**src/rtl/port_cfg_defines.vh**
```
// constants for the port configuration subregister block
`ifndef PORT_CFG_DEFINES_VH
`define PORT_CFG_DEFINES_VH
`define SUB_NONE 8'h00
`define SUB_DIR 8'h01
`define SUB_ALT_EN 8'h02
`define SUB_DRAIN 8'h03
`define SUB_STRONG 8'h04
`define SUB_WAKE 8'h05
`define SUB_SET_LOW 8'h07
`define SUB_SET_HIGH 8'h08
`define RST_ADDR 8'h00
`define RST_ALT_ABC 8'h00
`define RST_ALT_D 8'h01
`define RST_ALT_SMALL_A 8'h04
`define RST_DRAIN_ABC 8'h00
`define RST_DRAIN_D 8'h01
`define RST_STRONG 8'h00
`define RST_WAKE 8'h00
`define RST_DIR 8'hff
`define RST_SET_LOW 8'h00
`define RST_SET_HIGH 8'h00
`define RST_SET_HIGH_SMALL_A 8'h04
`define PORT_KIND_ABC 2'h0
`define PORT_KIND_D 2'h1
`define PORT_KIND_SMALL_A 2'h2
`endif

```
**src/rtl/port_pin_config_subregs.v**
```verilog
// per-port address and control registers with the configuration subregisters and pin steering
`timescale 1ns/100ps
`include "port_cfg_defines.vh"

////////////////////////////////////////////////////////////////////////////////
// What this block does
// control register accesses go to the subregister named by the address register
// normal mode: direction 0 drives output data, 1 tristates and samples
// address 02h exposes the alternate-function enable subregister
// enable bit clear: pin is plain I/O following its direction bit
// enable bit set: alternate function owns the pin, direction ignored
// two function-set bits pick one of four alternate functions per pin
// enable resets 00h ports A-C, 01h port D, 04h small-package port A
// software must not enable pins without an alternate function
// address 03h exposes the output drain control subregister
// drain bit set kills high-side drive, giving open-drain output
// drain control applies whether or not the alternate function is on
// drain control resets 00h for ports A-C, 01h for port D
// address 04h exposes the high-drive enable subregister
// strong drive bit selects high current, also for alternate outputs
// address 05h exposes the wake source enable subregister
// while stopped, any edge on an enabled pin starts stop recovery
// high-drive and wake subregisters reset zero; bit n serves pin n
module port_pin_config_subregs #(
  parameter [1:0] PORT_KIND = `PORT_KIND_ABC
) (
  // clock and reset
  input wire sys_clk,
  input wire reset_n,
  // register access
  input wire addrWrite,
  input wire ctlWrite,
  input wire [7:0] writeData,
  output wire [7:0] addrReadData,
  output wire [7:0] ctlReadData,
  // port data and alternate functions
  input wire [7:0] outData,
  output reg [7:0] inData,
  input wire [31:0] altOut,
  input wire [31:0] altOutEn,
  output wire [7:0] funcSel0,
  output wire [7:0] funcSel1,
  // pins
  input wire [7:0] pinIn,
  output reg [7:0] pinOut,
  output reg [7:0] pinOe,
  output reg [7:0] pinStrong,
  // stop mode
  input wire stopMode,
  output reg wakeRequest
);

  // reset images depend on which port this instance stands for
  localparam [7:0] ALT_RST = (PORT_KIND == `PORT_KIND_D) ? `RST_ALT_D :
    (PORT_KIND == `PORT_KIND_SMALL_A) ? `RST_ALT_SMALL_A : `RST_ALT_ABC;
  localparam [7:0] DRAIN_RST = (PORT_KIND == `PORT_KIND_D) ? `RST_DRAIN_D : `RST_DRAIN_ABC;
  localparam [7:0] SET_HIGH_RST = (PORT_KIND == `PORT_KIND_SMALL_A) ? `RST_SET_HIGH_SMALL_A : `RST_SET_HIGH;

  reg [7:0] subAddr_q;
  reg [7:0] dir_q;
  reg [7:0] altEn_q;
  reg [7:0] drain_q;
  reg [7:0] strong_q;
  reg [7:0] wake_q;
  reg [7:0] setLow_q;
  reg [7:0] setHigh_q;
  reg [7:0] ctlRead_d;
  reg [7:0] pinMeta_q;
  reg [7:0] pinSync_q;
  reg [7:0] pinPrev_q;
  wire wrDir;
  wire wrAltEn;
  wire wrDrain;
  wire wrStrong;
  wire wrWake;
  wire wrSetLow;
  wire wrSetHigh;
  wire [7:0] edges;
  wire [7:0] pinLevel;
  wire [7:0] pinDrive;

  ////////////////////////////////////////////////////////////////////////////////
  // write strobes decoded from the address register
  // address 00h and unlisted codes raise no strobe, guarding against stray reconfiguration
  // a control write in the same edge as an address write still uses the old address
  assign wrDir = ctlWrite && (subAddr_q == `SUB_DIR);
  assign wrAltEn = ctlWrite && (subAddr_q == `SUB_ALT_EN);
  assign wrDrain = ctlWrite && (subAddr_q == `SUB_DRAIN);
  assign wrStrong = ctlWrite && (subAddr_q == `SUB_STRONG);
  assign wrWake = ctlWrite && (subAddr_q == `SUB_WAKE);
  assign wrSetLow = ctlWrite && (subAddr_q == `SUB_SET_LOW);
  assign wrSetHigh = ctlWrite && (subAddr_q == `SUB_SET_HIGH);

  ////////////////////////////////////////////////////////////////////////////////
  // address register
  always @(posedge sys_clk or negedge reset_n) begin
    if (!reset_n) begin
      subAddr_q <= `RST_ADDR;
    end else if (addrWrite) begin
      subAddr_q <= writeData;
    end
  end

  ////////////////////////////////////////////////////////////////////////////////
  // subregister file, one flop group per subregister
  always @(posedge sys_clk or negedge reset_n) begin
    if (!reset_n) begin
      dir_q <= `RST_DIR;
    end else if (wrDir) begin
      dir_q <= writeData;
    end
  end

  always @(posedge sys_clk or negedge reset_n) begin
    if (!reset_n) begin
      altEn_q <= ALT_RST;
    end else if (wrAltEn) begin
      altEn_q <= writeData;
    end
  end

  always @(posedge sys_clk or negedge reset_n) begin
    if (!reset_n) begin
      drain_q <= DRAIN_RST;
    end else if (wrDrain) begin
      drain_q <= writeData;
    end
  end

  always @(posedge sys_clk or negedge reset_n) begin
    if (!reset_n) begin
      strong_q <= `RST_STRONG;
    end else if (wrStrong) begin
      strong_q <= writeData;
    end
  end

  always @(posedge sys_clk or negedge reset_n) begin
    if (!reset_n) begin
      wake_q <= `RST_WAKE;
    end else if (wrWake) begin
      wake_q <= writeData;
    end
  end

  always @(posedge sys_clk or negedge reset_n) begin
    if (!reset_n) begin
      setLow_q <= `RST_SET_LOW;
    end else if (wrSetLow) begin
      setLow_q <= writeData;
    end
  end

  always @(posedge sys_clk or negedge reset_n) begin
    if (!reset_n) begin
      setHigh_q <= SET_HIGH_RST;
    end else if (wrSetHigh) begin
      setHigh_q <= writeData;
    end
  end

  always @* begin
    case (subAddr_q)
      `SUB_DIR: ctlRead_d = dir_q;
      `SUB_ALT_EN: ctlRead_d = altEn_q;
      `SUB_DRAIN: ctlRead_d = drain_q;
      `SUB_STRONG: ctlRead_d = strong_q;
      `SUB_WAKE: ctlRead_d = wake_q;
      `SUB_SET_LOW: ctlRead_d = setLow_q;
      `SUB_SET_HIGH: ctlRead_d = setHigh_q;
      default: ctlRead_d = 8'h00;
    endcase
  end

  assign addrReadData = subAddr_q;
  assign ctlReadData = ctlRead_d;
  assign funcSel0 = setLow_q;
  assign funcSel1 = setHigh_q;

  ////////////////////////////////////////////////////////////////////////////////
  // pin input synchroniser and wake detection
  always @(posedge sys_clk or negedge reset_n) begin
    if (!reset_n) begin
      pinMeta_q <= 8'h00;
      pinSync_q <= 8'h00;
      pinPrev_q <= 8'h00;
      inData <= 8'h00;
      wakeRequest <= 1'b0;
    end else begin
      pinMeta_q <= pinIn;
      pinSync_q <= pinMeta_q;
      pinPrev_q <= pinSync_q;
      inData <= pinSync_q;
      wakeRequest <= stopMode && (|(edges & wake_q));
    end
  end

  assign edges = pinSync_q ^ pinPrev_q;

  ////////////////////////////////////////////////////////////////////////////////
  // per-pin drive selection
  genvar i;
  generate
    for (i = 0; i < 8; i = i + 1) begin : pinGen
      wire [1:0] sel;
      assign sel = {setHigh_q[i], setLow_q[i]};
      // alternate source for pin i, function k sits at bit 8*k+i
      assign pinLevel[i] = altEn_q[i] ? altOut[8 * sel + i] : outData[i];
      assign pinDrive[i] = altEn_q[i] ? altOutEn[8 * sel + i] : ~dir_q[i];
    end
  endgenerate

  // registered so pin outputs come from flip-flops; costs one cycle of latency
  always @(posedge sys_clk or negedge reset_n) begin
    if (!reset_n) begin
      pinOut <= 8'h00;
      pinOe <= 8'h00;
      pinStrong <= 8'h00;
    end else begin
      pinOut <= pinLevel;
      // open drain: only a low level is driven, whatever owns the pin
      pinOe <= pinDrive & ~(drain_q & pinLevel);
      pinStrong <= strong_q;
    end
  end

endmodule // port_pin_config_subregs

```
**config.mk**
```make
export PLATFORM = sky130hd
export DESIGN_NAME = port_pin_config_subregs
export DESIGN_NICKNAME = d
export VERILOG_FILES = /design/src/rtl/port_pin_config_subregs.v
export VERILOG_INCLUDE_DIRS = /design/src /design/src/rtl
export SDC_FILE = /design/constraint.sdc
export NUM_CORES = 1
export LEC_CHECK = 0
export ABC_CLOCK_PERIOD_IN_PS = 2750
export BUFFER_PORTS_ARGS = -buffer_cell sky130_fd_sc_hd__clkbuf_2
export CAP_MARGIN = 40
export CORE_MARGIN = 2
export CORE_UTILIZATION = 29
export DETAILED_ROUTE_END_ITERATION = 10
export SLEW_MARGIN = 10
export SYNTH_ARGS = -nofsm -noshare
export SYNTH_HDL_FRONTEND = slang
export SYNTH_SLANG_ARGS = --single-unit
```
**constraint.sdc**
```tcl
create_clock -name sys_clk -period 2.75 [get_ports sys_clk]
set_input_delay 0.1375 -clock sys_clk [delete_from_list [all_inputs] [get_ports sys_clk]]
set_output_delay 0.1375 -clock sys_clk [all_outputs]
set_load 0.01 [all_outputs]
```
# Yosys cells after proc, flatten, opt, wreduce, memory -nomap -nowiden
# Cells that the tools add are included.
# word_totals
ff_bits,113
latchBits,0
ram_bits,0
rom_bits,0
output_inout_bits,65
word_cells,108
n_memories,0
# classes
add_sub_neg,7
mul,0
div,0
magnitude_cmp,8
eq_ne,7
shifts,0
mux,49
n_bitwise,13
n_reduce_logical,9
# ops
op,n
$bmux 1 s5,14
$pmux 8 s7,1
$lt 6x6->1 const B,7
$mux 1,32
$add 5x3->6 const B,4
$and 8x8->8,3
$eq 8x3->1 const B,3
$eq 8x2->1 const B,2
$add 5x2->6 const B,2
$eq 8x1->1 const B,1
$eq 8x4->1 const B,1
$logic_and 1x1->1,8
$not 1->1,8
$not 8->8,1
$reduce_or 8->1,1
$xor 8x8->8,1
$add 5x1->6 const B,1
$lt 5x6->1 const B,1
$bmux 1 s2,2

# Depth between registers and ports, before layout
# Gate-level depths: netlist (run 1).
# depth
depth_word,7
mapped_depth,6

# Worst setup path after synthesis (run 1)
# Ideal clock, no wire load.
# synth_timing
path_type,register to register
startpoint,"register subAddr_q[0], in the netlist addrReadData[0]"
endpoint,register dir_q[0]
setup_ns,0.082
t_arrival_ns,1.800
required_time_ns,2.668
setup_slack_ns,0.868
path_stages_with_launch,6
path_buffers,2
path_cell_list,dfrtp_1 -> buf_6 -> or3b_1 -> buf_6 -> nor4_4 -> mux2_2
# synth_via
elab_chain_cells,2
# synth_lines
item,line_no,rtl
"start, declared",port_pin_config_subregs.v:59,reg [7:0] subAddr_q;
"start signal, assigned",port_pin_config_subregs.v:98,subAddr_q <= `RST_ADDR;
"start signal, assigned",port_pin_config_subregs.v:100,subAddr_q <= writeData;
$eq 8x1->1,-,
$logic_and 1x1->1,port_pin_config_subregs.v:86,assign wrDir = ctlWrite && (subAddr_q == `SUB_DIR);
"end signal, assigned",port_pin_config_subregs.v:108,dir_q <= `RST_DIR;
"end signal, assigned",port_pin_config_subregs.v:110,dir_q <= writeData;
"end, declared",port_pin_config_subregs.v:60,reg [7:0] dir_q;
# Every way passes these cells.
# A chain may end at the register's enable or synchronous reset.

# Worst setup path after layout (run 1)
# layout_timing
startpoint,"register subAddr_q[0], in the netlist addrReadData[0]"
endpoint,output ctlReadData[2]
# layout_via
elab_chain_cells,2
word_cells_on_any_way,8
classes_between,eq/ne: 7; mux: 1
# layout_lines
item,line_no,rtl
$eq 8x4->1 (tied with other cells),port_pin_config_subregs.v:163,case (subAddr_q)
$pmux 8 s7 *,port_pin_config_subregs.v:163,
"end, declared",port_pin_config_subregs.v:35,"output wire [7:0] ctlReadData,"
# Mark *: on every way between the ends. The rest lies on a longest branch, timed or not.

==> impl_results.md, run 1 <==
- Status: complete, no violations
- Pin count of the biggest net entering global routing: 48
- DIE AREA: 18,050 sq um
- CTS Buffer Depth: 2
- Initial antenna violation count: 0
- CTS tree: yes
- # port buffers: 157
- First-pass GRT wire length: 21,300 um
- Clock Sinks: 113
- Max_cap viols: 0
- RSZ-0062 raised after global routing: no
- Crit path capture type: output port
- Clock root buffer: clkbuf_16
- Worst hold path depth: 2
- Post-synth EDFFs: 0
- Max Freq: 392.0 MHz
- R2R Path Start: addrReadData[0]
- Placeable Area: 16,580 sq um
- Synth cell types: 36
- Die span in x: 134.4 um
- DRT iter0 DRCs: 193
- Worst-case reg-to-reg path depth: 4
- Setup Viol. Count Final: 0
- Setup TNS: 0 ns
- Cells after Synth: 327
- VDD IR max: 467.1 uV
- Post-synthesis mux area share: 0.2722
- Worst-margin pin slew: 0.6712 ns
- Dpl hpwl: 10,010 um
- Critical path type: reg -> out
- Mean Syn Cell Area: 15.07 sq um
- Seq cells post-synth: 113
- Final worst-path cycle share: 0.9277
- DR vias: 3,614
- Antenna diodes: 0
- Antenna Nets Post-Route: 0
- Worst Hold Launch: outData[5]
- Ports: 158
- Critical path startpoint: addrReadData[0]
- Vias in the first global route: 3,738
- Initial Utilization: 0.2972
- Layout cells sized above 1: 0.5886
- Ys async rst share: 1.000
- Compound-Gate Fraction of Synth Area: 0.06804
- Pre-antenna DRT Iters: 5
- Fin. Hold Viols: 0
- CTS buffer count: 17
- Relative slew slack: 0.5492
- Worst-Skew Late Latency: 0.42 ns
- Largest family of logic cells by synthesized area: multiplexers
- Syn. warnings: 0
- Worst Clk Skew: 0.008808 ns
- Simple-gate area share of the yosys netlist: 0.05407
- Worst Path Required: 2.61 ns
- Area delta synth->final: 36.35%
- Post-CTS Hold Buffers: 17
- Critical path launch point type: flop
- DIE HEIGHT: 134.4 um
- Grt total ovfl: 0
- GRT Overall Usage: 0.1588
- Synth Area in XOR/XNOR: 0.01422
- Worst-path clk slew: 0.05 ns
- WP data arrival: 2.41 ns
- Buffer count from post-CTS setup fixing: 0
- CTS H-tree lvls: 4
- Post-synthesis sequential area ratio: 0.5758
- Post-route DRC: 0
- Drt total wl: 13,820 um
- Design Power: 4.716 mW
- Main synth FF type: dfrtp_1
- Post-Syn Nets: 420
- Post-CTS Resized: 0
- Final GP Congestion: 0.7976
- Post-synthesis cell area: 4928 sq um
- Slew Viols, Final: 0
- Final nets: 605
- Leakage power figure: 3.155 nW
- Row Count: 47
- Adder-Cell Fraction of Synth Area: 0
- DR vias/cell: 4.851
- Critical Path Fanout Max: 11
- DR WL/cell: 18.55 um
- Power density over cell area: 701.8 nW/um^2
- Tightest Hold Check Type: in -> reg
- Min Tclk post-route: 2.551 ns
layout make-up:
type	count	area (sq um)
fillers	1619	9863
well taps	220	275.3
clock inverters	4	45.04
flip-flops and latches	113	2838
inverters	1	3.754
multi-input cells	200	2013
repair buffers	179	1008
clock buffers	28	536.8
cell families after synthesis:
group | Yosys count
simple gates | 43
flops | 113
buf+inv | 14
compound gates | 45
xor+xnor | 8
mux | 104
cell usage after synthesis, drive strengths merged (8+ instances only):
master | n | share of area
dfrtp | 105 | 0.53
mux2 | 80 | 0.18
mux4 | 16 | 0.073
nand2 | 13 | 0.010
a21oi | 10 | 0.010
a22oi | 10 | 0.015
a221oi | 8 | 0.014
dfstp | 8 | 0.043
mux2i | 8 | 0.016
nor3 | 8 | 0.0081
xor2 | 8 | 0.014
per-layer routing:
layer,vias to the layer above,wire (um),GRT usage
met1,1849,5992,0.2040
met4,0,268,0.06667
met3,25,812,0.04649
met2,122,6748,0.2509
li1,1618,-,-
met5,-,0,0
final timing paths:
kind / endpoint / slack [ns]
worst max-delay path: ctlReadData[2] / 0.20
worst min register to register: pinSync_q[2] / 0.34
worst min-delay path: pinOut[5] / 0.03
min in group asynchronous: pinOut[7] / 0.21
max in group asynchronous: pinOut[3] / 1.72
worst max register to register: funcSel1[2] / 0.51
registers in the layout, indices dropped and copies added, names as in the netlist:
name	cells
pinOe	8
addrReadData	8
pinOut	8
funcSel1	8
pinPrev_q	8
dir_q	8
pinMeta_q	8
altEn_q	8
wakeRequest	1
pinSync_q	8
wake_q	8
strong_q	8
funcSel0	8
drain_q	8
pinStrong	8
metrics by stage:
stage,hold slack (ns),setup WS (ns),instances,util,area [sq um]
2_1_floorplan,-0.1581,0.8679,327,-,4928
3_3_place_gp,0.1091,0.5824,696,0.3599,5968
3_5_place_dp,0.1189,0.5283,696,0.3599,5968
4_1_cts,0.02399,0.1801,745,0.4052,6720
5_1_grt,0.03163,0.08777,745,0.4052,6720
6_report,0.03401,0.1989,745,0.4052,6720
cell usage in the layout, fill, tap and decap left out, types with 8 or more instances in the layout:
| master | count |
|---|---|
| mux2i_1 | 8 |
| clkbuf_16 | 17 |
| dfstp_2 | 8 |
| a22oi_1 | 10 |
| a221oi_1 | 8 |
| mux2_2 | 80 |
| dlygate4sd3_1 | 17 |
| nand2_1 | 12 |
| clkbuf_2 | 156 |
| xor2_1 | 8 |
| nor3_1 | 8 |
| mux4_2 | 16 |
| a21oi_1 | 10 |
| dfrtp_1 | 105 |
worst max-delay path, stage by stage (launching register included):
cell,delay [ns]
dfrtp_1,0.48
or3_4,0.43
nor3b_4,0.51
a22oi_1,0.13
a21oi_1,0.26
clkbuf_2,0.19
power by group:
part           internal (mW)  switching (mW)  leakage, nW  total (mW)
clock                   1.40           0.722        0.290        2.13
combinational          0.331           0.269         1.46       0.599
sequential              1.83           0.156         1.41        1.99
No activity file was read; power rests on OpenSTA's default activity.
==> inputs of run 2 (changes only) <==
MAX_ROUTING_LAYER = met4   (was default)
==> run 2 against run 1 <==
Compared with the run above:
- setup slack worse by 0.0033 ns
- register-to-register slack is essentially flat
- sequential share of layout area did not move
- critical endpoint unchanged
- largest cell class unchanged
- largest power group unchanged
- highest routed layer unchanged
==> impl_results.md, run 2 (same netlist as run 1, synthesis figures left out) <==
- Antenna diodes: 0 (unchanged)
- Post-CTS Hold Buffers: 17 (unchanged)
- Clock root buffer: clkbuf_16
- Slew Viols, Final: 0 (unchanged)
- Sw Ratio: 0.2415 (-0.001604)
- DIE HEIGHT: 134.4 um (unchanged)
- GRT Overall Usage: 0.1639 (+0.005090)
- Critical Path Fanout Max: 11 (unchanged)
- CTS Buffer Depth: 2 (unchanged)
- Area delta synth->final: 36.35% (unchanged)
- Min Tclk post-route: 2.554 ns (+0.003331 ns)
- Critical path launch point type: flop
- Fill count: 1,619 (unchanged)
- Clock Sinks: 113 (unchanged)
- Initial antenna violation count: 0 (unchanged)
- Critical path type: reg -> out
- Commonest non-fill, non-tap cells in the layout: clkbuf_2, dfrtp_1, mux2_2
- Setup TNS: 0 ns (unchanged)
- Internal power: 3.570 mW (about the same)
- Final nets: 605 (unchanged)
- DR WL/cell: 18.41 um (-0.78%)
- CTS tree: yes
- Pin count of the biggest net entering global routing: 48 (unchanged)
- DR vias: 3,598 (-0.44%)
- Relative slew slack: 0.5569 (+0.007748)
- Fin. Hold Viols: 0 (unchanged)
- Post-CTS Resized: 0 (unchanged)
- Placeable Area: 16,580 sq um (unchanged)
- Slowest stage delay, CP: 0.51 ns (about the same)
- Worst-Skew Late Latency: 0.41 ns (about the same)
- Clk pwr share: 0.450 (about the same)
- Design Power: 4.707 mW (-0.20%)
- Crit-path cells: or3_4 -> nor3b_4 -> a22oi_1 -> a21oi_1 -> clkbuf_2
- Post-route DRC: 0 (unchanged)
- WP data arrival: 2.42 ns (about the same)
- Vias in the first global route: 3,750 (+0.32%)
- Row Count: 47 (unchanged)
- Grt total ovfl: 0 (unchanged)
- DRT iter0 DRCs: 208 (+7.8%)
- Worst Clk Skew: 0.007728 ns (-0.001080 ns)
- First-pass GRT wire length: 21,270 um (-0.13%)
- Layout cells sized above 1: 0.5886 (unchanged)
- Placed Instances: 696 (unchanged)
- Status: complete, no violations
- RSZ-0062 raised after global routing: no
- Setup Viol. Count Final: 0 (unchanged)
- Worst Path Required: 2.61 ns (about the same)
- Die span in x: 134.4 um (unchanged)
- Crit path max-delay family: simple AND/OR/NAND/NOR gates
- Gate power share: 0.127 (about the same)
- Max Freq: 391.5 MHz (-0.13%)
- Share of power burned in registers: 0.423 (about the same)
- CTS buffer count: 17 (unchanged)
- Leakage power figure: 3.155 nW (unchanged)
- CTS H-tree lvls: 4 (unchanged)
- Worst-margin pin slew: 0.6597 ns (-0.01154 ns)
- Final worst-path cycle share: 0.9289 (+0.001211)
- Tightest Hold Check Type: in -> reg
- Buffer count from post-CTS setup fixing: 0 (unchanged)
- Antenna Nets Post-Route: 0 (unchanged)
- Initial Utilization: 0.2972 (unchanged)
- Crit path buf inv count: 1 (unchanged)
- Worst-path clk slew: 0.05 ns (about the same)
- Final GP Congestion: 0.8090 (+1.4%)
- Pre-antenna DRT Iters: 4 (-1)
- DR vias/cell: 4.830 (-0.44%)
- Net switching power: 1.137 mW (-0.86%)
- Drt total wl: 13,710 um (-0.78%)
- VDD IR max: 466.3 uV (-0.17%)
- # port buffers: 157 (unchanged)
- Max_cap viols: 0 (unchanged)
- DIE AREA: 18,050 sq um (unchanged)
- Crit path capture type: output port
- Ports: 158 (unchanged)
- Dpl hpwl: 10,010 um (unchanged)
- CP max stage cell: nor3b_4
- Power density over cell area: 700.4 nW/um^2 (-0.20%)
- Commonest non-fill, non-tap cell in the layout: clkbuf_2
- Non-Filler Instances: 745 (unchanged)
==> run 2: power by group through the flow <==
stage               Clock (mW)  Sequential (mW)  Combinational, mW
floorplan                    0             2.01              0.296
global placement             0             2.01              0.576
detailed placement           0             2.02              0.589
CTS                       2.17             1.99              0.610
global route              2.25             2.02              0.656
finish                    2.12             1.99              0.599
==> run 2: area by class of cell <==
class                   instances  area [sq um]  area share
inverters                       1         3.754   0.0005586
repair buffers                179          1008      0.1501
flip-flops and latches        113          2838      0.4223
well taps                     220         275.3     0.04096
multi-input cells             200          2013      0.2996
clock inverters                 4         45.04    0.006703
clock buffers                  28         536.8     0.07987
==> run 2: worst register-to-register path, stage by stage, from the launching register on <==
cell	delay, ns
dfrtp_1	0.48
or3_4	0.43
nor3b_4	0.51
nand2_2	0.33
mux2_2	0.37
==> run 2: layer usage <==
metal,part of all wire,up-vias,global-route usage,wire (um)
met4,0.022,0,0.05965,297
met1,0.43,1827,0.2067,5917
met2,0.49,121,0.2497,6692
li1,-,1623,-,-
met3,0.059,27,0.04989,806
met5,0,-,-,0
==> run 2: path summary, 6_finish.rpt <==
| kind | from | slack (ns) | depth (start not counted) | to |
|---|---|---|---|---|
| worst max-delay path | addrReadData[0] | 0.20 | 5 | ctlReadData[2] |
| worst min-delay path | outData[5] | 0.04 | 2 | pinOut[5] |
| worst max register to register | addrReadData[0] | 0.50 | 4 | funcSel1[2] |
| worst min register to register | pinMeta_q[2] | 0.34 | 0 | pinSync_q[2] |
| max in group asynchronous | reset_n | 1.72 | 3 | pinOut[3] |
| min in group asynchronous | reset_n | 0.22 | 2 | pinOe[7] |
==> run 2: stage by stage <==
step                instance area (sq um)  worst slack, ns  hold slack [ns]    util
global placement                     5968           0.5824           0.1091  0.3599
floorplan                            4928           0.8679          -0.1581       -
finish                               6720           0.1956          0.03907  0.4052
global route                         6720          0.08457          0.02839  0.4052
CTS                                  6720           0.1801          0.02399  0.4052
detailed placement                   5968           0.5283           0.1189  0.3599
